==> config.mk <==
export PLATFORM = sky130hd
export DESIGN_NAME = mdfs_top
export DESIGN_NICKNAME = d
export VERILOG_FILES = /design/src/rtl/mdfs_pkg.sv /design/src/rtl/mdfs_top.sv
export SDC_FILE = /design/constraint.sdc
export NUM_CORES = 1
export LEC_CHECK = 0
export CORE_ASPECT_RATIO = 1.1
export CORE_MARGIN = 4
export CORE_UTILIZATION = 25
export CTS_BUF_LIST = sky130_fd_sc_hd__clkbuf_8 sky130_fd_sc_hd__clkbuf_16
export CTS_CLUSTER_SIZE = 8
export DETAILED_ROUTE_END_ITERATION = 6
export DONT_BUFFER_PORTS = 1
export SLEW_MARGIN = 10
export SYNTH_ARGS = -nofsm -noshare
export SYNTH_HDL_FRONTEND = slang
export SYNTH_SLANG_ARGS = --single-unit
==> constraint.sdc <==
create_clock -name sys_clk_in -period 6.7 [get_ports sys_clk_in]
set_input_delay 0 -clock sys_clk_in [delete_from_list [all_inputs] [get_ports sys_clk_in]]
set_output_delay 0 -clock sys_clk_in [all_outputs]
set_load 0.02 [all_outputs]
==> src/rtl/mdfs_pkg.sv <==
// Purpose: Constants and types for the motor driver fault and status block.
// Assumes: 20 MHz system clock; AXI4-Lite register access, 32-bit data.
// Notes:   Register offsets are byte addresses of aligned words.
//
// What this block and its host should do
// RULE_01: Overcurrent flag goes low on overcurrent, held until clear and status read.
// RULE_02: Overcurrent threshold selects one of sixteen 375 mA steps up to 6 A; the code only stores the value and reads it back.
// RULE_03: Shutdown enable bit decides bridge turn-off; flag is always raised.
// RULE_04: Outputs stay off after overcurrent until the flag is released.
// RULE_05: Host should keep overcurrent shutdown enabled.
// RULE_06: Undervoltage flag low below off level; released by read after on level.
// RULE_07: Motion commands are refused while undervoltage is present.
// RULE_08: Every logic reset drives the undervoltage flag low.
// RULE_09: Thermal warning flag low until cool and a status read arrives.
// RULE_10: Thermal shutdown drives flag low, forces bridges off, sets high-Z flag.
// RULE_11: Thermal shutdown ends only below the warning temperature.
// RULE_12: After thermal shutdown bridges stay off until an accepted motion command.
// RULE_13: Standby pin low holds bridges off and resets all logic.
// RULE_14: Host holds standby pin low for the minimum standby time.
// RULE_15: Host waits logic and charge pump wake-up delays before commands.
// RULE_16: Leaving standby, bridges stay off until a motion command executes.
// RULE_17: Host should put bridges in high impedance before resetting.
// RULE_18: Switch level flag is 1 when closed, refreshed every cycle.
// RULE_19: Falling switch edge sets the event flag until a status read.
// RULE_20: Switch stop select 0 stops immediately on turn-on; 1 only reports.
// RULE_21: Converter result is sampled once per PWM period into a register.
// RULE_22: Alarm pin pulled low by enabled alarms; masked ones still act.
// RULE_23: A one-cycle status read strobe releases flags whose cause ended.
package mdfs_pkg;

  // Register byte offsets.
  localparam logic [7:0] MDFS_CFG_OFF    = 8'h00;
  localparam logic [7:0] MDFS_STATUS_OFF = 8'h04;
  localparam logic [7:0] MDFS_ADC_OFF    = 8'h08;
  localparam logic [7:0] MDFS_ALARM_OFF  = 8'h0C;
  localparam logic [7:0] MDFS_CMD_OFF    = 8'h10;
  localparam logic [7:0] MDFS_OCTH_OFF   = 8'h14;

  // Configuration field positions and reset values.
  localparam int          MDFS_CFG_SWSEL_BIT = 0;
  localparam int          MDFS_CFG_OCSD_BIT  = 1;
  localparam logic [1:0]  MDFS_CFG_RST       = 2'h2;
  localparam logic [7:0]  MDFS_ALARM_RST     = 8'hFF;
  localparam logic [3:0]  MDFS_OCTH_RST      = 4'h8;

  // Threshold step and count, in milliamps.
  localparam int MDFS_OCTH_STEP_MA = 375;
  localparam int MDFS_OCTH_LEVELS  = 16;

  // Command register bits (write one to issue).
  localparam int MDFS_CMD_READ_BIT   = 0;
  localparam int MDFS_CMD_MOTION_BIT = 1;

  // Alarm enable bit positions.
  localparam int MDFS_AL_RESET = 0;
  localparam int MDFS_AL_OC    = 1;
  localparam int MDFS_AL_TWRN  = 2;
  localparam int MDFS_AL_TSD   = 3;
  localparam int MDFS_AL_UV    = 4;
  localparam int MDFS_AL_SW    = 5;

  // AXI responses.
  localparam logic [1:0] MDFS_RESP_OKAY   = 2'h0;
  localparam logic [1:0] MDFS_RESP_SLVERR = 2'h2;

  // Analog comparator and sensor inputs, all asynchronous.
  typedef struct packed {
    logic overcurrent;
    logic supply_below_off;
    logic supply_above_on;
    logic temp_over_warning;
    logic temp_over_shutdown;
    logic switch_closed;
  } mdfs_sense_t;

  // Status flags; the protection flags are active low.
  typedef struct packed {
    logic switch_event_flag;
    logic switch_level_flag;
    logic thermal_shutdown_flag;
    logic thermal_warning_flag;
    logic undervoltage_flag;
    logic overcurrent_flag;
    logic bridges_high_impedance_flag;
  } mdfs_status_t;

endpackage

==> src/rtl/mdfs_top.sv <==
// Purpose: Fault latching, bridge disable and status flags of a motor driver.
// Assumes: Analog comparators and the switch pin arrive asynchronously.
// Notes:   Standby pin low acts as the block reset together with sys_rst_in.
`timescale 1ns/100ps

module mdfs_top
  import mdfs_pkg::*;
#(
  parameter int ADC_W = 5
) (
  input  wire logic              sys_clk_in,
  input  wire logic              sys_rst_in,
  input  wire logic              standby_reset_pin_n_in,
  input  wire mdfs_sense_t       sense_in,
  input  wire logic              pwm_period_in,
  input  wire logic [ADC_W-1:0]  adc_sample_in,
  input  wire logic [31:0]       s_axi_awaddr,
  input  wire logic              s_axi_awvalid,
  output logic                   s_axi_awready,
  input  wire logic [31:0]       s_axi_wdata,
  input  wire logic [3:0]        s_axi_wstrb,
  input  wire logic              s_axi_wvalid,
  output logic                   s_axi_wready,
  output logic [1:0]             s_axi_bresp,
  output logic                   s_axi_bvalid,
  input  wire logic              s_axi_bready,
  input  wire logic [31:0]       s_axi_araddr,
  input  wire logic              s_axi_arvalid,
  output logic                   s_axi_arready,
  output logic [31:0]            s_axi_rdata,
  output logic [1:0]             s_axi_rresp,
  output logic                   s_axi_rvalid,
  input  wire logic              s_axi_rready,
  output logic                   bridges_off_out,
  output logic                   immediate_stop_out,
  output logic                   motion_accept_out,
  output logic                   alarm_n_out,
  output logic                   alarm_n_oe_out
);

  //--------------------------------------------------------------------
  // Reset and input synchronisers
  //--------------------------------------------------------------------
  logic        stby_s1;
  logic        stby_s2;
  logic        rst;
  mdfs_sense_t sense_s1;
  mdfs_sense_t sense_s2;
  logic        pwm_s1;
  logic        pwm_s2;
  logic        pwm_d;

  // Standby pin is synchronised; the whole block resets while it is low.
  always_ff @(posedge sys_clk_in or posedge sys_rst_in) begin
    if (sys_rst_in) begin
      stby_s1 <= 1'b0;
      stby_s2 <= 1'b0;
    end else begin
      stby_s1 <= standby_reset_pin_n_in;
      stby_s2 <= stby_s1;
    end
  end

  assign rst = sys_rst_in | ~stby_s2; // [RULE_13]

  // Two flip-flops on every analog and pin input.
  always_ff @(posedge sys_clk_in or posedge rst) begin
    if (rst) begin
      sense_s1 <= '0;
      sense_s2 <= '0;
      pwm_s1   <= 1'b0;
      pwm_s2   <= 1'b0;
      pwm_d    <= 1'b0;
    end else begin
      sense_s1 <= sense_in;
      sense_s2 <= sense_s1;
      pwm_s1   <= pwm_period_in;
      pwm_s2   <= pwm_s1;
      pwm_d    <= pwm_s2;
    end
  end

  //--------------------------------------------------------------------
  // Register bus
  //--------------------------------------------------------------------
  logic [1:0]       cfg;
  logic [7:0]       alarm_en;
  logic [3:0]       overcurrent_threshold;
  logic [ADC_W-1:0] adc_result;
  logic [ADC_W-1:0] adc_s1;
  logic [ADC_W-1:0] adc_s2;
  mdfs_status_t     st;
  logic             aw_hold;
  logic             w_hold;
  logic [7:0]       aw_addr;
  logic [31:0]      w_data;
  logic             w_strb0;
  logic             wr_go;
  logic             read_and_clear_status_cmd;
  logic             motion_cmd;
  logic             status_rd;

  // Writes fire when both address and data have been taken.
  assign wr_go = aw_hold & w_hold & ~s_axi_bvalid;

  // A status-register read counts as a status-read command too.
  assign status_rd = s_axi_arvalid & s_axi_arready &
                     (s_axi_araddr[7:0] == MDFS_STATUS_OFF);

  // Address and data channels are taken independently; the strobe is
  // kept with the data because the master may change it once taken.
  always_ff @(posedge sys_clk_in or posedge rst) begin
    if (rst) begin
      s_axi_awready <= 1'b1;
      s_axi_wready  <= 1'b1;
      aw_addr       <= 8'h00;
      w_data        <= 32'h0000_0000;
      w_strb0       <= 1'b0;
    end else begin
      if (s_axi_awvalid && s_axi_awready) begin
        s_axi_awready <= 1'b0;
        aw_addr       <= s_axi_awaddr[7:0];
      end else if (wr_go) begin
        s_axi_awready <= 1'b1;
      end
      if (s_axi_wvalid && s_axi_wready) begin
        s_axi_wready <= 1'b0;
        w_data       <= s_axi_wdata;
        w_strb0      <= s_axi_wstrb[0];
      end else if (wr_go) begin
        s_axi_wready <= 1'b1;
      end
    end
  end

  assign aw_hold = ~s_axi_awready;
  assign w_hold  = ~s_axi_wready;

  // Configuration registers and the one-cycle command strobes.
  always_ff @(posedge sys_clk_in or posedge rst) begin
    if (rst) begin
      cfg                       <= MDFS_CFG_RST;
      alarm_en                  <= MDFS_ALARM_RST;
      overcurrent_threshold     <= MDFS_OCTH_RST;
      read_and_clear_status_cmd <= 1'b0;
      motion_cmd                <= 1'b0;
      s_axi_bvalid              <= 1'b0;
      s_axi_bresp               <= MDFS_RESP_OKAY;
    end else begin
      read_and_clear_status_cmd <= status_rd; // [RULE_23]
      motion_cmd                <= 1'b0;
      if (s_axi_bvalid && s_axi_bready) begin
        s_axi_bvalid <= 1'b0;
      end
      if (wr_go) begin
        s_axi_bvalid <= 1'b1;
        s_axi_bresp  <= MDFS_RESP_OKAY;
        unique case (aw_addr)
          MDFS_CFG_OFF: begin
            if (w_strb0) cfg <= w_data[1:0];
          end
          MDFS_ALARM_OFF: begin
            if (w_strb0) alarm_en <= w_data[7:0];
          end
          MDFS_OCTH_OFF: begin
            if (w_strb0) overcurrent_threshold <= w_data[3:0]; // [RULE_02]
          end
          MDFS_CMD_OFF: begin
            if (w_strb0) begin
              read_and_clear_status_cmd <= w_data[MDFS_CMD_READ_BIT] |
                                           status_rd; // [RULE_23]
              motion_cmd <= w_data[MDFS_CMD_MOTION_BIT];
            end
          end
          MDFS_STATUS_OFF, MDFS_ADC_OFF: ;
          default: begin
            s_axi_bresp <= MDFS_RESP_SLVERR;
          end
        endcase
      end
    end
  end

  // Read data mux; unmapped addresses answer SLVERR with zero data.
  always_ff @(posedge sys_clk_in or posedge rst) begin
    if (rst) begin
      s_axi_arready <= 1'b1;
      s_axi_rvalid <= 1'b0;
      s_axi_rdata  <= 32'h0000_0000;
      s_axi_rresp  <= MDFS_RESP_OKAY;
    end else if (s_axi_arvalid && s_axi_arready) begin
      s_axi_arready <= 1'b0;
      s_axi_rvalid <= 1'b1;
      s_axi_rresp  <= MDFS_RESP_OKAY;
      s_axi_rdata  <= 32'h0000_0000;
      unique case (s_axi_araddr[7:0])
        MDFS_CFG_OFF:    s_axi_rdata[1:0] <= cfg;
        MDFS_STATUS_OFF: s_axi_rdata[6:0] <= st;
        MDFS_ADC_OFF:    s_axi_rdata[ADC_W-1:0] <= adc_result;
        MDFS_ALARM_OFF:  s_axi_rdata[7:0] <= alarm_en;
        MDFS_CMD_OFF:    ;
        MDFS_OCTH_OFF:   s_axi_rdata[3:0] <= overcurrent_threshold;
        default:         s_axi_rresp <= MDFS_RESP_SLVERR;
      endcase
    end else if (s_axi_rready) begin
      s_axi_rvalid  <= 1'b0;
      s_axi_arready <= 1'b1;
    end
  end

  //--------------------------------------------------------------------
  // Fault flags
  //--------------------------------------------------------------------
  logic thermal_sd_active;
  logic uv_present;
  logic oc_off;
  logic sw_d;
  logic sw_fall;
  logic motion_ok;

  assign sw_fall = sense_s2.switch_closed & ~sw_d;

  // Active-low flags latch on the condition; a read releases all but thermal
  // shutdown, and only when the condition has gone, so a set always beats the clear.
  always_ff @(posedge sys_clk_in or posedge rst) begin
    if (rst) begin
      st.overcurrent_flag      <= 1'b1;
      st.undervoltage_flag     <= 1'b0; // [RULE_08]
      st.thermal_warning_flag  <= 1'b1;
      st.thermal_shutdown_flag <= 1'b1;
      st.switch_event_flag     <= 1'b0;
      st.switch_level_flag     <= 1'b0;
      sw_d                     <= 1'b0;
      uv_present               <= 1'b0;
      thermal_sd_active        <= 1'b0;
      st.bridges_high_impedance_flag <= 1'b1; // [RULE_16]
    end else begin
      if (sense_s2.overcurrent) begin
        st.overcurrent_flag <= 1'b0; // [RULE_01] [RULE_03]
      end else if (read_and_clear_status_cmd) begin
        st.overcurrent_flag <= 1'b1; // [RULE_01]
      end
      if (sense_s2.supply_below_off) begin
        uv_present <= 1'b1;
      end else if (sense_s2.supply_above_on) begin
        uv_present <= 1'b0;
      end
      if (sense_s2.supply_below_off) begin
        st.undervoltage_flag <= 1'b0; // [RULE_06]
      end else if (read_and_clear_status_cmd && !uv_present &&
                   sense_s2.supply_above_on) begin
        st.undervoltage_flag <= 1'b1; // [RULE_06]
      end
      if (sense_s2.temp_over_warning) begin
        st.thermal_warning_flag <= 1'b0; // [RULE_09]
      end else if (read_and_clear_status_cmd) begin
        st.thermal_warning_flag <= 1'b1; // [RULE_09]
      end
      if (sense_s2.temp_over_shutdown) begin
        thermal_sd_active <= 1'b1; // [RULE_10]
      end else if (!sense_s2.temp_over_warning) begin
        thermal_sd_active <= 1'b0; // [RULE_11]
      end
      st.thermal_shutdown_flag <= ~(thermal_sd_active |
                                    sense_s2.temp_over_shutdown); // [RULE_10]
      if (sense_s2.temp_over_shutdown ||
          (sense_s2.overcurrent && cfg[MDFS_CFG_OCSD_BIT])) begin
        st.bridges_high_impedance_flag <= 1'b1; // [RULE_10]
      end else if (motion_ok) begin
        st.bridges_high_impedance_flag <= 1'b0; // [RULE_12] [RULE_16]
      end
      st.switch_level_flag <= sense_s2.switch_closed; // [RULE_18]
      sw_d                 <= sense_s2.switch_closed;
      if (sw_fall) begin
        st.switch_event_flag <= 1'b1; // [RULE_19]
      end else if (read_and_clear_status_cmd) begin
        st.switch_event_flag <= 1'b0; // [RULE_19]
      end
    end
  end

  //--------------------------------------------------------------------
  // Bridge control and motion gating
  //--------------------------------------------------------------------
  // Motion refused while undervoltage, thermal or overcurrent lockout.
  assign motion_ok = motion_cmd & ~uv_present & ~thermal_sd_active &
                     ~oc_off & ~sense_s2.temp_over_shutdown; // [RULE_07]

  // Overcurrent lockout, bridge drive and the one-cycle pulses.
  always_ff @(posedge sys_clk_in or posedge rst) begin
    if (rst) begin
      oc_off                         <= 1'b0;
      bridges_off_out                <= 1'b1; // [RULE_13]
      motion_accept_out              <= 1'b0;
      immediate_stop_out             <= 1'b0;
    end else begin
      if (sense_s2.overcurrent && cfg[MDFS_CFG_OCSD_BIT]) begin
        oc_off <= 1'b1; // [RULE_03]
      end else if (read_and_clear_status_cmd) begin
        oc_off <= 1'b0; // [RULE_04]
      end
      bridges_off_out <= st.bridges_high_impedance_flag | oc_off |
                         thermal_sd_active; // [RULE_04]
      motion_accept_out  <= motion_ok; // [RULE_07]
      immediate_stop_out <= sw_fall & ~cfg[MDFS_CFG_SWSEL_BIT]; // [RULE_20]
    end
  end

  //--------------------------------------------------------------------
  // Converter sampling and alarm pin
  //--------------------------------------------------------------------
  logic         boot_alarm;
  logic [7:0]   alarm_src;

  // Converter value crosses two flip-flops, in step with the marker;
  // one sample per PWM period is taken on the marker's rising edge.
  always_ff @(posedge sys_clk_in or posedge rst) begin
    if (rst) begin
      adc_s1     <= '0;
      adc_s2     <= '0;
      adc_result <= '0;
    end else begin
      adc_s1 <= adc_sample_in;
      adc_s2 <= adc_s1;
      if (pwm_s2 && !pwm_d) begin
        adc_result <= adc_s2; // [RULE_21]
      end
    end
  end

  assign alarm_src = {2'b00, st.switch_event_flag,
                      ~st.undervoltage_flag, ~st.thermal_shutdown_flag,
                      ~st.thermal_warning_flag, ~st.overcurrent_flag,
                      boot_alarm};

  // Open-drain alarm: enable high pulls the pin low.
  always_ff @(posedge sys_clk_in or posedge rst) begin
    if (rst) begin
      boot_alarm     <= 1'b1;
      alarm_n_out    <= 1'b0;
      alarm_n_oe_out <= 1'b0;
    end else begin
      if (read_and_clear_status_cmd) begin
        boot_alarm <= 1'b0;
      end
      alarm_n_out    <= 1'b0;
      alarm_n_oe_out <= |(alarm_src & alarm_en); // [RULE_22]
    end
  end
endmodule

# Yosys cells after proc, flatten, opt, wreduce, memory -nomap -nowiden
# Cells that the tools add are included.
# word_totals
register_bits,97
inputBits,120
output_inout_bits,46
word_cells,159
# classes
eq_ne,11
muxes,36
bitwise,31
n_reduce_logical,30
# ops
op,n
8-bit by 4-bit equality test with 1-bit output (second input constant),4
8-bit by 5-bit equality test with 1-bit output (second input constant),4
1-bit 2-to-1 mux,30
2-bit nonzero test,11
8-bit by 3-bit equality test with 1-bit output (second input constant),2
8-bit logical NOT,2
1-bit inverter,15
6-bit OR reduction,2
1-bit bitwise AND,10
2-bit one-hot mux with 5 select lines,1
3-bit AND reduction,3
6-bit by 8-bit bitwise AND with 8-bit output,1
1-bit logical AND,8
2-bit one-hot mux with 4 select lines,1
8-bit OR reduction,1
1-bit bitwise OR,5
2-bit 2-to-1 mux,2
2-bit one-hot mux with 2 select lines,1
1-bit one-hot mux with 3 select lines,1
1-bit logical NOT,2
2-bit inequality test (second input constant),1
1-bit logical OR,1

# Longest topological paths before layout
# Gate-level depths: netlist (run 1).
# depth
word_depth,7
depth_mapped,5

# Worst setup path before layout (run 1)
# OpenSTA, ideal clock, no wires.
# synth_path
path_kind,register to register
startpoint,reg aw_addr[1]
endpoint,reg cfg[0]
setup_ns,0.125
arrival_time_ns,1.598
t_required_ns,6.575
path_slack_ns,4.977
path_stages_with_launch,5
n_path_buf,0
cell_sequence,dfrtp_1 nor4_4 nand2b_2 or4_4 mux2_4
# synth_via
elab_chain_len,2
# synth_rtl
item,line_no,source
start: declaration,mdfs_top.sv:95,logic [7:0] aw_addr;
start signal: assignment,mdfs_top.sv:122,aw_addr <= s_axi_awaddr[7:0];
8-bit logical NOT,mdfs_top.sv:158,unique case (aw_addr)
3-bit AND reduction (no line),-,
end signal: assignment,mdfs_top.sv:160,if (w_strb0) cfg <= w_data[1:0];
end: declaration,mdfs_top.sv:86,logic [1:0] cfg;
# Every way passes these cells.
# A chain may end at the register's enable or synchronous reset.

# Worst setup path after layout (run 1)
# layout_path
startpoint,reg s_axi_arready
endpoint,reg s_axi_rdata[7]
# layout_via
elab_chain_len,1
# layout_rtl
item,line_no,source
start: declaration,mdfs_top.sv:29,"output logic s_axi_arready,"
start signal: assignment,mdfs_top.sv:187,s_axi_arready <= 1'b1;
start signal: assignment,mdfs_top.sv:192,s_axi_arready <= 1'b0;
start signal: assignment,mdfs_top.sv:207,s_axi_arready <= 1'b1;
1-bit logical AND,mdfs_top.sv:191,end else if (s_axi_arvalid && s_axi_arready) begin
end signal: indexed assignment,mdfs_top.sv:199,MDFS_ADC_OFF: s_axi_rdata[ADC_W-1:0] <= adc_result;
end signal: assignment,mdfs_top.sv:200,MDFS_ALARM_OFF: s_axi_rdata[7:0] <= alarm_en;
end: declaration,mdfs_top.sv:30,"output logic [31:0] s_axi_rdata,"
# Every way passes these cells.

==> run summary, run 1 <==
The run finished with clean final reports. In this run, distinct cell masters in the synthesized netlist total 39. The final-stage net count is approximately 440. Setup total negative slack on the finished layout was measured at 0 ps. The share of cells above drive strength 1 came out at 0.246. After legalization and detailed placement, the total HPWL measured roughly 5400 um.

The relative area change from synthesis to final layout came out at 22.6%. Of the synthesized area, sequential elements account for 0.644. The worst endpoint required time is roughly 7000 ps. Using the TritonRoute via totals, the vias-per-cell ratio works out to 4.07. The time the worst path needs with I/O delays and setup came out at between 2000 and 3000 ps. The worst hold path begins at s_axi_araddr[3]. The clock skew is between 5 and 6 ps. The maximum clock rate came out at 0.385 GHz. The worst register-to-register path begins at s_axi_arready$_DFFE_PP1P_. The floorplan step defined a core boundary enclosing roughly 0.015 mm2. The category of the worst setup path launch point is a register. The sum of routed wire length over all layers is about 7400 um. The die extent in x came out at between 100 and 150 um. The maximum clock path buffer count is 2. The path with the worst hold slack has its endpoint at read_and_clear_status_cmd$_DFF_PP0_. The worst voltage drop across the vdd grid came out at 0.000183 V.

The post-route clock period utilization came out at 0.388. Synthesis inferred between 90 and 100 register bits. The met3 global-route usage came out at 0.0322. The worst setup path is captured at a register. Headroom to the max-slew limit came out at 0.447.

The library cells used most frequently in the layout, excluding fill and tap cells, are 76 x sky130_fd_sc_hd__dfrtp_1, 42 x sky130_fd_sc_hd__dlygate4sd3_1, 35 x sky130_fd_sc_hd__mux2_2, 27 x sky130_fd_sc_hd__conb_1, 19 x sky130_fd_sc_hd__dfstp_2. The full die area came out at between 0.015 and 0.02 mm2. The worst hold path was traced through 2 stages. The tightest min-delay check is of the in2reg type.

The area after detailed placement is just under 0.004 mm2. In the final routed layout, each cell accounts on average for 14.3 um. The number of buffers inserted by post-CTS setup repair came out at 0. The boundary pin count is between 150 and 200.

The library cell used most frequently in the layout, excluding fill and tap cells, is sky130_fd_sc_hd__dfrtp_1. The mean post-synth cell area came out at roughly 14 um2. The most utilized layer in the global route result is met2.

The number of max-slew violations in the final report is 0. For met2 alone, demand over resource in global routing was 0.146. For this configuration, the core starts out at a cell density of 0.257. The worst register-to-register path ends at s_axi_rdata[7]$_DFFE_PP0P_. The placed instance count came out at 460. The count of cells along the worst register-to-register path is 5. After detailed routing, the number of remaining DRC violations is 0. The analysis attributes to cell leakage a power of 2.01 nW. The initial antenna violation count is 0. Setup repair after global routing left no endpoint under its margin. The number of global-route vias before repair came to roughly 2300. The overall fraction of global-route tracks in use came out at 0.0903. The tool flagged a number of max-cap violations equal to 0. The count of routing violations after the opening detailed-route iteration came out at approximately 110. For the pin with the worst max-slew slack, the measured transition is slightly above 800 ps.

The number of failing hold endpoints at the final stage is 0. The root buffer cell chosen for the clock tree is sky130_fd_sc_hd__clkbuf_16. The later pin in the worst-skew pair is clocked with a latency of 330 ps. The non-filler instance count after layout is around 520. The critical path class is reg2reg. TritonCTS built the clock tree. The number of levels the H-tree was split into is 3. Input and output buffers added on the ports amount to 0. The count of instances resized after the clock tree is built is 0.

Summing every instance area after synthesis gives about 0.0037 mm2. The repair_antennas step left the layout with diodes totalling 0. Setup violations remaining at the end of the flow were counted as 0.

The share of synthesized registers carrying an async set or reset is 1.00. The clock drives 95 sinks. The aggregate global routing overflow came out at 0. The total number of vias is between 2000 and 2500. After clock tree synthesis, the clock-pin slew on the worst setup and hold paths is ~60 ps.

The first global-routing pass estimated ~12000 um of wire. The number of buffers created by CTS came out at 9. The yosys synthesis warning count came out at 0. The worst setup slack for register-to-register paths is just over 4000 ps. After routing the design area is about 0.0046 mm2. For this run, the leading register cell type out of synthesis is sky130_fd_sc_hd__dfrtp_1. The first TritonRoute pass finished after 4 iterations. The met1 usage in global routing is 0.110. The highest net fanout along the worst path came out at 15. The number of nets still failing antenna checks after routing came out at 0.

Yosys mapped a number of flops with a built-in enable equal to 0. The maximum number of pins on one net before global-route repair came out at 64. The placement row count came out at 46. The cell count after synthesis came out at between 200 and 300. The power density normalized to cell area is roughly 320 mW/mm2. The final estimated routing congestion in global placement came out at 0.820.

The arrival time reported for the critical path endpoint came out at between 2000 and 3000 ps. The chip height is 136 um.
==> area by class of cell <==
type                            count  area, um2
Clock buffer                       12        267
Clock inverter                      3       18.8
Fill cell                        1470       9930
Inverter                           15       56.3
Multi-Input combinational cell    156       1150
Sequential cell                    95       2400
Tap cell                          192        240
Timing Repair Buffer               44        435
==> cell families after synthesis <==
family                 after synthesis  synth area share
AOI/OAI and AO/OA                   32            0.0557
buffers and inverters               47            0.0748
DFF                                 95             0.644
muxes                               44             0.139
other                                1           0.00101
and+or+nand+nor                     53            0.0855
==> sequential cells by signal, summed over array words and instances (netlist names), 6 cells and up <==
register	cells
alarm_en	8
sense_s2	6
sense_s1	6
aw_addr	8
w_data	8
s_axi_rdata	8
==> metal layers <==
layer | vias to the layer above | routed length [um]
li1 | 975 | -
met1 | 1044 | 3140
met2 | 74 | 3590
met3 | 9 | 516
met4 | 0 | 126
met5 | - | 0
==> power breakdown <==
part           switching [W]  internal [W]
sequential          0.000103      0.000685
clock               0.000196      0.000278
combinational      0.0000947      0.000116
total               0.000394       0.00108
==> cells in the mapped netlist, types with 2 or more instances <==
| master | n | area share |
|---|---|---|
| sky130_fd_sc_hd__nand2_1 | 15 | 0.015 |
| sky130_fd_sc_hd__mux2_2 | 35 | 0.11 |
| sky130_fd_sc_hd__a21oi_1 | 3 | 0.0040 |
| sky130_fd_sc_hd__nor2b_1 | 4 | 0.0067 |
| sky130_fd_sc_hd__nor3_1 | 4 | 0.0054 |
| sky130_fd_sc_hd__nor2_1 | 10 | 0.010 |
| sky130_fd_sc_hd__a221o_1 | 2 | 0.0054 |
| sky130_fd_sc_hd__mux4_2 | 2 | 0.012 |
| sky130_fd_sc_hd__a31oi_1 | 3 | 0.0050 |
| sky130_fd_sc_hd__mux2i_1 | 5 | 0.013 |
| sky130_fd_sc_hd__nand2b_1 | 3 | 0.0050 |
| sky130_fd_sc_hd__and2_1 | 3 | 0.0050 |
| sky130_fd_sc_hd__mux2_4 | 2 | 0.0081 |
| sky130_fd_sc_hd__o21ai_0 | 15 | 0.020 |
| sky130_fd_sc_hd__buf_4 | 27 | 0.054 |
| sky130_fd_sc_hd__dfstp_2 | 19 | 0.13 |
| sky130_fd_sc_hd__dfrtp_1 | 76 | 0.51 |
| sky130_fd_sc_hd__inv_1 | 15 | 0.015 |
| sky130_fd_sc_hd__nor4bb_1 | 4 | 0.011 |
| sky130_fd_sc_hd__clkbuf_1 | 4 | 0.0040 |
| sky130_fd_sc_hd__a32o_1 | 3 | 0.0081 |
==> critical path, cell delays in order, from the launching register on <==
cell                            delay, ps
sky130_fd_sc_hd__dfstp_2              610
sky130_fd_sc_hd__nand2_1              320
sky130_fd_sc_hd__nor4bb_1             690
sky130_fd_sc_hd__nand2_1              170
sky130_fd_sc_hd__o21ai_0              180
sky130_fd_sc_hd__dlygate4sd3_1        560
==> per-stage QoR <==
| step | util | total power (W) | hold WS (ps) | setup slack [ps] |
|---|---|---|---|---|
| after CTS | 0.315 | 0.00150 | 0.641 | 4090 |
| after global placement | 0.267 | 0.000978 | -252 | 4610 |
| final | 0.315 | 0.00147 | 11.2 | 4100 |
| after detailed placement | 0.267 | 0.000993 | -252 | 4610 |
| after floorplan | - | 0.000949 | -259 | 666 |
| after global routing | 0.315 | 0.00156 | 6.25 | 3780 |
==> repair_timing <==
item / 4_1_cts / 5_1_grt
hold buffers: 42 / 0
endpoints found under the setup margin: 0 / 0
endpoints found under the hold margin: 74 / 0
==> worst max-delay path by stage <==
stage                               from                    endpoint  cells after the start
5_1_grt        s_axi_arready$_DFFE_PP1P_  s_axi_rdata[7]$_DFFE_PP0P_                      5
4_1_cts        s_axi_arready$_DFFE_PP1P_  s_axi_rdata[7]$_DFFE_PP0P_                      5
6_report       s_axi_arready$_DFFE_PP1P_  s_axi_rdata[7]$_DFFE_PP0P_                      5
3_5_place_dp   s_axi_arready$_DFFE_PP1P_  s_axi_rdata[5]$_DFFE_PP0P_                      4
3_3_place_gp   s_axi_arready$_DFFE_PP1P_  s_axi_rdata[6]$_DFFE_PP0P_                      4
2_1_floorplan          stby_s2$_DFF_PP0_   adc_result[0]$_DFFE_PP0P_                      1
Power figures use the tool's default switching activity.
==> run 2: changes to the inputs <==
==> constraint.sdc (replaced) <==
create_clock -name sys_clk_in -period 2.11 [get_ports sys_clk_in]
set_input_delay 0 -clock sys_clk_in [delete_from_list [all_inputs] [get_ports sys_clk_in]]
set_output_delay 0 -clock sys_clk_in [all_outputs]
set_load 0.02 [all_outputs]
==> run summary, run 2 (synthesis results as in run 1) <==
The number of failing hold endpoints at the final stage is 0 (unchanged). The transition time at the pin with the least slew margin came to 651 ps (-177 ps). The path type of the worst min-delay path is in2async. The placement row count came to 46 (unchanged).

In the layout the commonest cells are 76 x sky130_fd_sc_hd__dfrtp_1, 42 x sky130_fd_sc_hd__dlygate4sd3_1, 35 x sky130_fd_sc_hd__mux2_2, 27 x sky130_fd_sc_hd__conb_1, 19 x sky130_fd_sc_hd__dfstp_2. The worst endpoint required time came out at 2390 ps (-4580 ps). The sequential cell area in the final layout came out at 0.00240 mm2 (unchanged). The number of maximum-capacitance violations is 0 (unchanged). The full die area was 0.0169 mm2 (unchanged).

The run finished with clean final reports. The die extent in x is 124 um (unchanged). The number of search-and-repair iterations in the first detailed-routing pass came out at 4 (unchanged). The delay of the slowest cell on the worst path was 620 ps (-70 ps). The maximum clock path buffer count came out at 2 (unchanged). The area of the core came out at 0.0145 mm2 (unchanged). The number of setup violations in the final report is 0 (unchanged). The post-route clock period utilization was 0.940 (+0.553). The maximum number of pins on one net before global-route repair is 38 (-41%).

The clock-pin transition on the worst setup and hold timing paths is 60 ps (about the same). The wire length of the first global-routing pass came out at 11900 um (unchanged). The share of cells above drive strength 1 is 0.261 (+0.0145). The worst setup path is captured at a register. The cell sitting at the root of the clock tree is a sky130_fd_sc_hd__clkbuf_16. The final antenna diode count was 0 (unchanged). The later-pin clock latency in the skew report came out at 340 ps (about the same). The final routed wire length divided by cell count is 14.3 um (+0.21%).

Setup repair after global routing left no endpoint under its margin. The time the worst path needs with I/O delays and setup came to 1980 ps (-613 ps). The number of buffers created by CTS was 9 (unchanged). The TritonCTS clock tree is yes. The via count normalized by instance count was 4.11 (+1.1%). The HPWL reported at the end of detailed placement is 5520 um (+1.4%).

The number of clock sinks seen by CTS is 95 (unchanged). The final-stage net count came out at 445 (+0.91%). The overall fraction of global-route tracks in use came out at 0.0919 (+0.00158). The number of buffers added on ports is 0 (unchanged). The initial standard-cell utilization of the core came to 0.257 (unchanged). The number of nets still failing antenna checks after routing is 0 (unchanged). The aggregate global routing overflow is 0 (unchanged). The count of routing violations after the opening detailed-route iteration is 91 (-14%).

The critical path class is reg2reg. The boundary pin count is 166 (unchanged). The clock skew came out at 6.85 ps (+1.62 ps). The arrival time reported for the critical path endpoint is 2270 ps (-600 ps). The initial antenna violation count is 0 (unchanged). The worst voltage drop across the vdd grid was 0.000614 V (+230%). The area used by multi-input combinational logic is 0.00117 mm2 (+1.5%). The chip height came to 136 um (unchanged). The highest net fanout along the worst path came to 3 (-12). The post-route DRC violation count came out at 0 (unchanged).

The most frequent standard cell in the layout excluding fill and tap cells is sky130_fd_sc_hd__dfrtp_1. The relative area change from synthesis to final layout is 25.3%. The worst relative slew slack was 0.565 (+0.118).

The worst hold margin is 11.7 ps (+0.498 ps). The maximum clock rate came out at 0.504 GHz (+31%). The leakage dissipation came out at 2.07 nW (+2.8%).

The number of global-route vias before repair came out at 2242 (-0.36%). The final total negative setup slack came out at 0 ps (unchanged). The slowest stage cell on the critical path is sky130_fd_sc_hd__dfstp_2. The number of max-slew violations in the final report came out at 0 (unchanged). The power density normalized to cell area came out at 1040 mW/mm2 (+220%). The number of levels the H-tree was split into came out at 3 (unchanged). The worst setup path is launched from a register. Walking the worst path, the cells encountered are nand2_2 -> nor4bb_4 -> buf_4 -> nand2_1 -> o21ai_0 -> dlygate4sd3_1. The final estimated routing congestion in global placement came out at 0.820 (about the same). The filler cell count in the final layout was 1440 (-2.0%). The total number of vias came to 2146 (+2.1%).

The sum of routed wire length over all layers came out at 7470 um (+1.2%).
-- run 2: changes by cell type in the layout (fill, tap and decap cells not counted), moves of 2 or more --
cell | before | now
sky130_fd_sc_hd__buf_12 | 0 | 2
sky130_fd_sc_hd__bufinv_16 | 0 | 2
sky130_fd_sc_hd__buf_4 | 2 | 4
sky130_fd_sc_hd__clkbuf_8 | 3 | 0
-- run 2: routing by layer --
layer	track usage	part of all wire
met1	0.109	0.43
met2	0.149	0.48
met3	0.0295	0.064
met4	0.0493	0.025
met5	0	0
-- run 2: worst paths after layout --
check                                     startpoint                         end  slack, ps  depth (start not counted)
min in group sys_clk_in              s_axi_araddr[4]  s_axi_rdata[5]$_DFFE_PP0P_         20                          4
setup / recovery           s_axi_arready$_DFFE_PP1P_  s_axi_rdata[7]$_DFFE_PP0P_        130                          6
setup reg to reg           s_axi_arready$_DFFE_PP1P_  s_axi_rdata[7]$_DFFE_PP0P_        130                          6
max in group asynchronous          stby_s2$_DFF_PP0_             st[4]$_DFF_PP1_       1040                          2
hold reg to reg                sense_s1[5]$_DFF_PP0_       sense_s2[5]$_DFF_PP0_        340                          0
hold / removal                            sys_rst_in           stby_s2$_DFF_PP0_         10                          2
-- run 2: area by class of cell --
type	instances	area share
Sequential cell	95	0.514
Multi-Input combinational cell	156	0.251
Timing Repair Buffer	48	0.105
Tap cell	192	0.0514
Clock buffer	9	0.0482
Clock inverter	7	0.0190
Inverter	15	0.0120
-- run 2: per-stage QoR --
step	cell area, um2	power [W]	worst slack [ps]	cells	util
floorplan	3830	0.00301	25.5	298	-
global placement	3920	0.00312	273	463	0.270
detailed placement	3920	0.00316	261	463	0.270
CTS	4650	0.00495	43.0	521	0.321
global route	4670	0.00513	12.1	522	0.322
finish	4670	0.00488	126	522	0.322
-- run 2: power by group --
group | internal [W] | switching (W) | total, W
clock | 0.00103 | 0.000669 | 0.00170
combinational | 0.000379 | 0.000300 | 0.000680
sequential | 0.00217 | 0.000328 | 0.00250
-- run 2: repair_timing --
item                                    in CTS  in global routing
endpoints found under the setup margin       0                  1
hold buffers                                42                  0
buffers inserted                             0                  1
gates resized for setup                      0                  3
hold endpoints to repair                    62                  0
-- run 2: critical path: cells and delay by family (launching register included) --
kind,cells,cell delay [ps]
AO/OA/AOI/OAI,1,140
buffers and inverters,2,720
flip-flops,1,620
AND/OR/NAND/NOR,3,440
==> run 3: changes to the inputs <==
==> constraint.sdc (replaced) <==
create_clock -name sys_clk_in -period 2.11 [get_ports sys_clk_in]
set_input_delay 0.422 -clock sys_clk_in [delete_from_list [all_inputs] [get_ports sys_clk_in]]
set_output_delay 0.422 -clock sys_clk_in [all_outputs]
set_load 0.02 [all_outputs]
==> run summary, run 3 (synthesis results as in run 1) <==
The total number of vias was 1971 (-8.2%). The endpoint type of the worst setup path is a register. The placement row count is 46 (unchanged). The leakage dissipation came to 1.88 nW (-9.1%). The final-stage net count came out at 402 (-9.7%). The number of buffers inserted by post-CTS setup repair is 0 (unchanged).

The number of global-route vias before repair came out at 2100 (-6.3%). The time the worst path needs with I/O delays and setup came to 1810 ps (-172 ps). The die extent in x is 124 um (unchanged).

The number of maximum-capacitance violations came to 0 (unchanged). The transition time at the pin with the least slew margin came out at 506 ps (-145 ps). The final antenna diode count came out at 0 (unchanged). TritonCTS built the clock tree.

The HPWL reported at the end of detailed placement came out at 5450 um (-1.4%). The count of routing violations after the opening detailed-route iteration is 82 (-9.9%). The total power after layout came out at 0.00493 W (+0.89%). The boundary pin count is 166 (unchanged). The worst relative slew slack is 0.663 (+0.0975). The maximum number of pins on one net before global-route repair came out at 94 (+150%).

The power share of the sequential group came out at 0.508 (-0.004). The minimum setup slack in the final design was 298 ps (+172 ps). The number of levels the H-tree was split into came to 3 (unchanged). The clock-pin transition on the worst setup and hold timing paths came out at 70 ps (about the same). The arrival time reported for the critical path endpoint is 2080 ps (-190 ps).

The fraction of power spent switching nets came to 0.259 (-0.00727). The tightest min-delay check is of the in2reg type. The number of buffers added on ports is 0 (unchanged). The sequential cell area in the final layout is 0.00240 mm2 (unchanged). The category of the worst setup path launch point is a register. The number of failing hold endpoints at the final stage was 0 (unchanged). Setup repair after global routing left no endpoint under its margin.

The number of max-slew violations in the final report came out at 0 (unchanged). The highest net fanout along the worst path is 8 (+5). The number of clock sinks seen by CTS is 95 (unchanged). The maximum clock rate is 0.552 GHz (+9.5%). Relative to the synthesized area, the layout overhead comes to 13.8%. The number of nets still failing antenna checks after routing is 0 (unchanged).

The post-placement worst setup slack came out at 283 ps (+21.4 ps). The library cells used most frequently in the layout, excluding fill and tap cells, are 76 x sky130_fd_sc_hd__dfrtp_1, 35 x sky130_fd_sc_hd__mux2_2, 27 x sky130_fd_sc_hd__conb_1, 19 x sky130_fd_sc_hd__dfstp_2, 17 x sky130_fd_sc_hd__inv_1. The number of buffers created by CTS is 9 (unchanged). The post-route clock period utilization is 0.859 (-0.0815).

The power density normalized to cell area came to 1160 mW/mm2 (+11%). The aggregate global routing overflow is 0 (unchanged). The overall fraction of global-route tracks in use was 0.0891 (-0.00282). The share of cells above drive strength 1 came out at 0.286 (+0.0251). The net switching power is 0.00127 W (-1.9%).

The area of the core came out at 0.0145 mm2 (unchanged). The clock skew is 7.76 ps (+0.911 ps). The final routed wire length divided by cell count came out at 15.2 um (+6.0%). The number of search-and-repair iterations in the first detailed-routing pass is 4 (unchanged). The critical path class is reg2reg.

The design internal power was 0.00365 W (+1.9%). The sum of routed wire length over all layers was 7260 um (-2.7%). Leaving out fill and tap cells, the most frequent cell in the layout is sky130_fd_sc_hd__dfrtp_1. The chip height came out at 136 um (unchanged). CTS placed an instance of sky130_fd_sc_hd__clkbuf_16 at the clock tree root. The full die area came out at 0.0169 mm2 (unchanged). The non-filler instance count after layout is 479 (-8.2%).

The part of the total power dissipated in combinational logic was 0.122 (-0.017). The initial standard-cell utilization of the core is 0.257 (unchanged). The initial antenna violation count is 2 (+2).

The placed instance count is 462 (-0.22%). The via count normalized by instance count is 4.11 (about the same). The maximum clock path buffer count is 2 (unchanged). The worst endpoint required time is 2380 ps (about the same).

The post-route DRC violation count came to 0 (unchanged). The clock share of power came out at 0.370 (+0.022). The wire length of the first global-routing pass came out at 11600 um (-3.1%). The later-pin clock latency in the skew report is 340 ps (about the same).

The worst voltage drop across the vdd grid came out at 0.000531 V (-14%). The number of setup violations in the final report was 0 (unchanged). The filler cell count in the final layout came out at 1479 (+2.7%). The final estimated routing congestion in global placement came out at 0.792 (-3.4%). The flow ran to the end, and the final reports show no timing, DRC or antenna violations. The area used by multi-input combinational logic is 0.00115 mm2 (-1.5%).
[run 3: cell type report]
type	instances	share of cell area
timing repair buffer	5	0.0124
clock inverter	7	0.0268
inverter	15	0.0133
sequential	95	0.566
tap	192	0.0566
multi-input combinational	156	0.272
clock buffer	9	0.0531
[run 3: final timing paths]
kind | startpoint | endpoint | slack, ps | cells after the start
worst max register to register | aw_addr[1]$_DFFE_PP0P_ | alarm_en[2]$_DFFE_PP1P_ | 300 | 5
min in group asynchronous | sys_rst_in | w_data[4]$_DFFE_PP0P_ | 140 | 2
worst min-delay path | adc_sample_in[2] | adc_s1[2]$_DFF_PP0_ | 110 | 0
worst max-delay path | aw_addr[1]$_DFFE_PP0P_ | alarm_en[2]$_DFFE_PP1P_ | 300 | 5
max in group asynchronous | stby_s2$_DFF_PP0_ | s_axi_arready$_DFFE_PP1P_ | 1280 | 2
worst min register to register | adc_s1[4]$_DFF_PP0_ | adc_s2[4]$_DFF_PP0_ | 340 | 0
[run 3: power groups by stage]
| stage | Combinational, W | Clock, W | Sequential (W) |
|---|---|---|---|
| after floorplan | 0.000579 | 0 | 0.00243 |
| after global placement | 0.000591 | 0 | 0.00252 |
| after detailed placement | 0.000610 | 0 | 0.00254 |
| after CTS | 0.000614 | 0.00188 | 0.00251 |
| after global routing | 0.000677 | 0.00196 | 0.00256 |
| final | 0.000600 | 0.00182 | 0.00250 |
[run 3: per-stage QoR]
| stage | hold WS, ps | util | setup TNS [ps] | area [um2] |
|---|---|---|---|---|
| floorplan | 163 | - | -3230 | 3830 |
| CTS | 91.3 | 0.293 | 0 | 4240 |
| global placement | 166 | 0.269 | 0 | 3890 |
| detailed placement | 169 | 0.269 | 0 | 3890 |
| global route | 83.4 | 0.293 | 0 | 4240 |
| finish | 105 | 0.293 | 0 | 4240 |
[run 3: metal layers]
layer,global-route usage,vias up,share of wire
met2,0.146,71,0.48
li1,-,907,-
met4,0.0311,4,0.012
met1,0.101,977,0.40
met5,0,-,0.0047
met3,0.0456,12,0.099
[run 3: critical path, cell delays in order (launching register included)]
cell and delay, ps:
sky130_fd_sc_hd__dfrtp_1 410, sky130_fd_sc_hd__nor4_4 330, sky130_fd_sc_hd__nand4b_1 160, sky130_fd_sc_hd__nor4bb_1 270, sky130_fd_sc_hd__buf_4 220, sky130_fd_sc_hd__mux2_2 350
[run 3: what timing repair did]
| item | in CTS | in global routing |
|---|---|---|
| hold buffers | 1 | 0 |
| endpoints found under the hold margin | 2 | 0 |
| gates resized for setup | 0 | 0 |
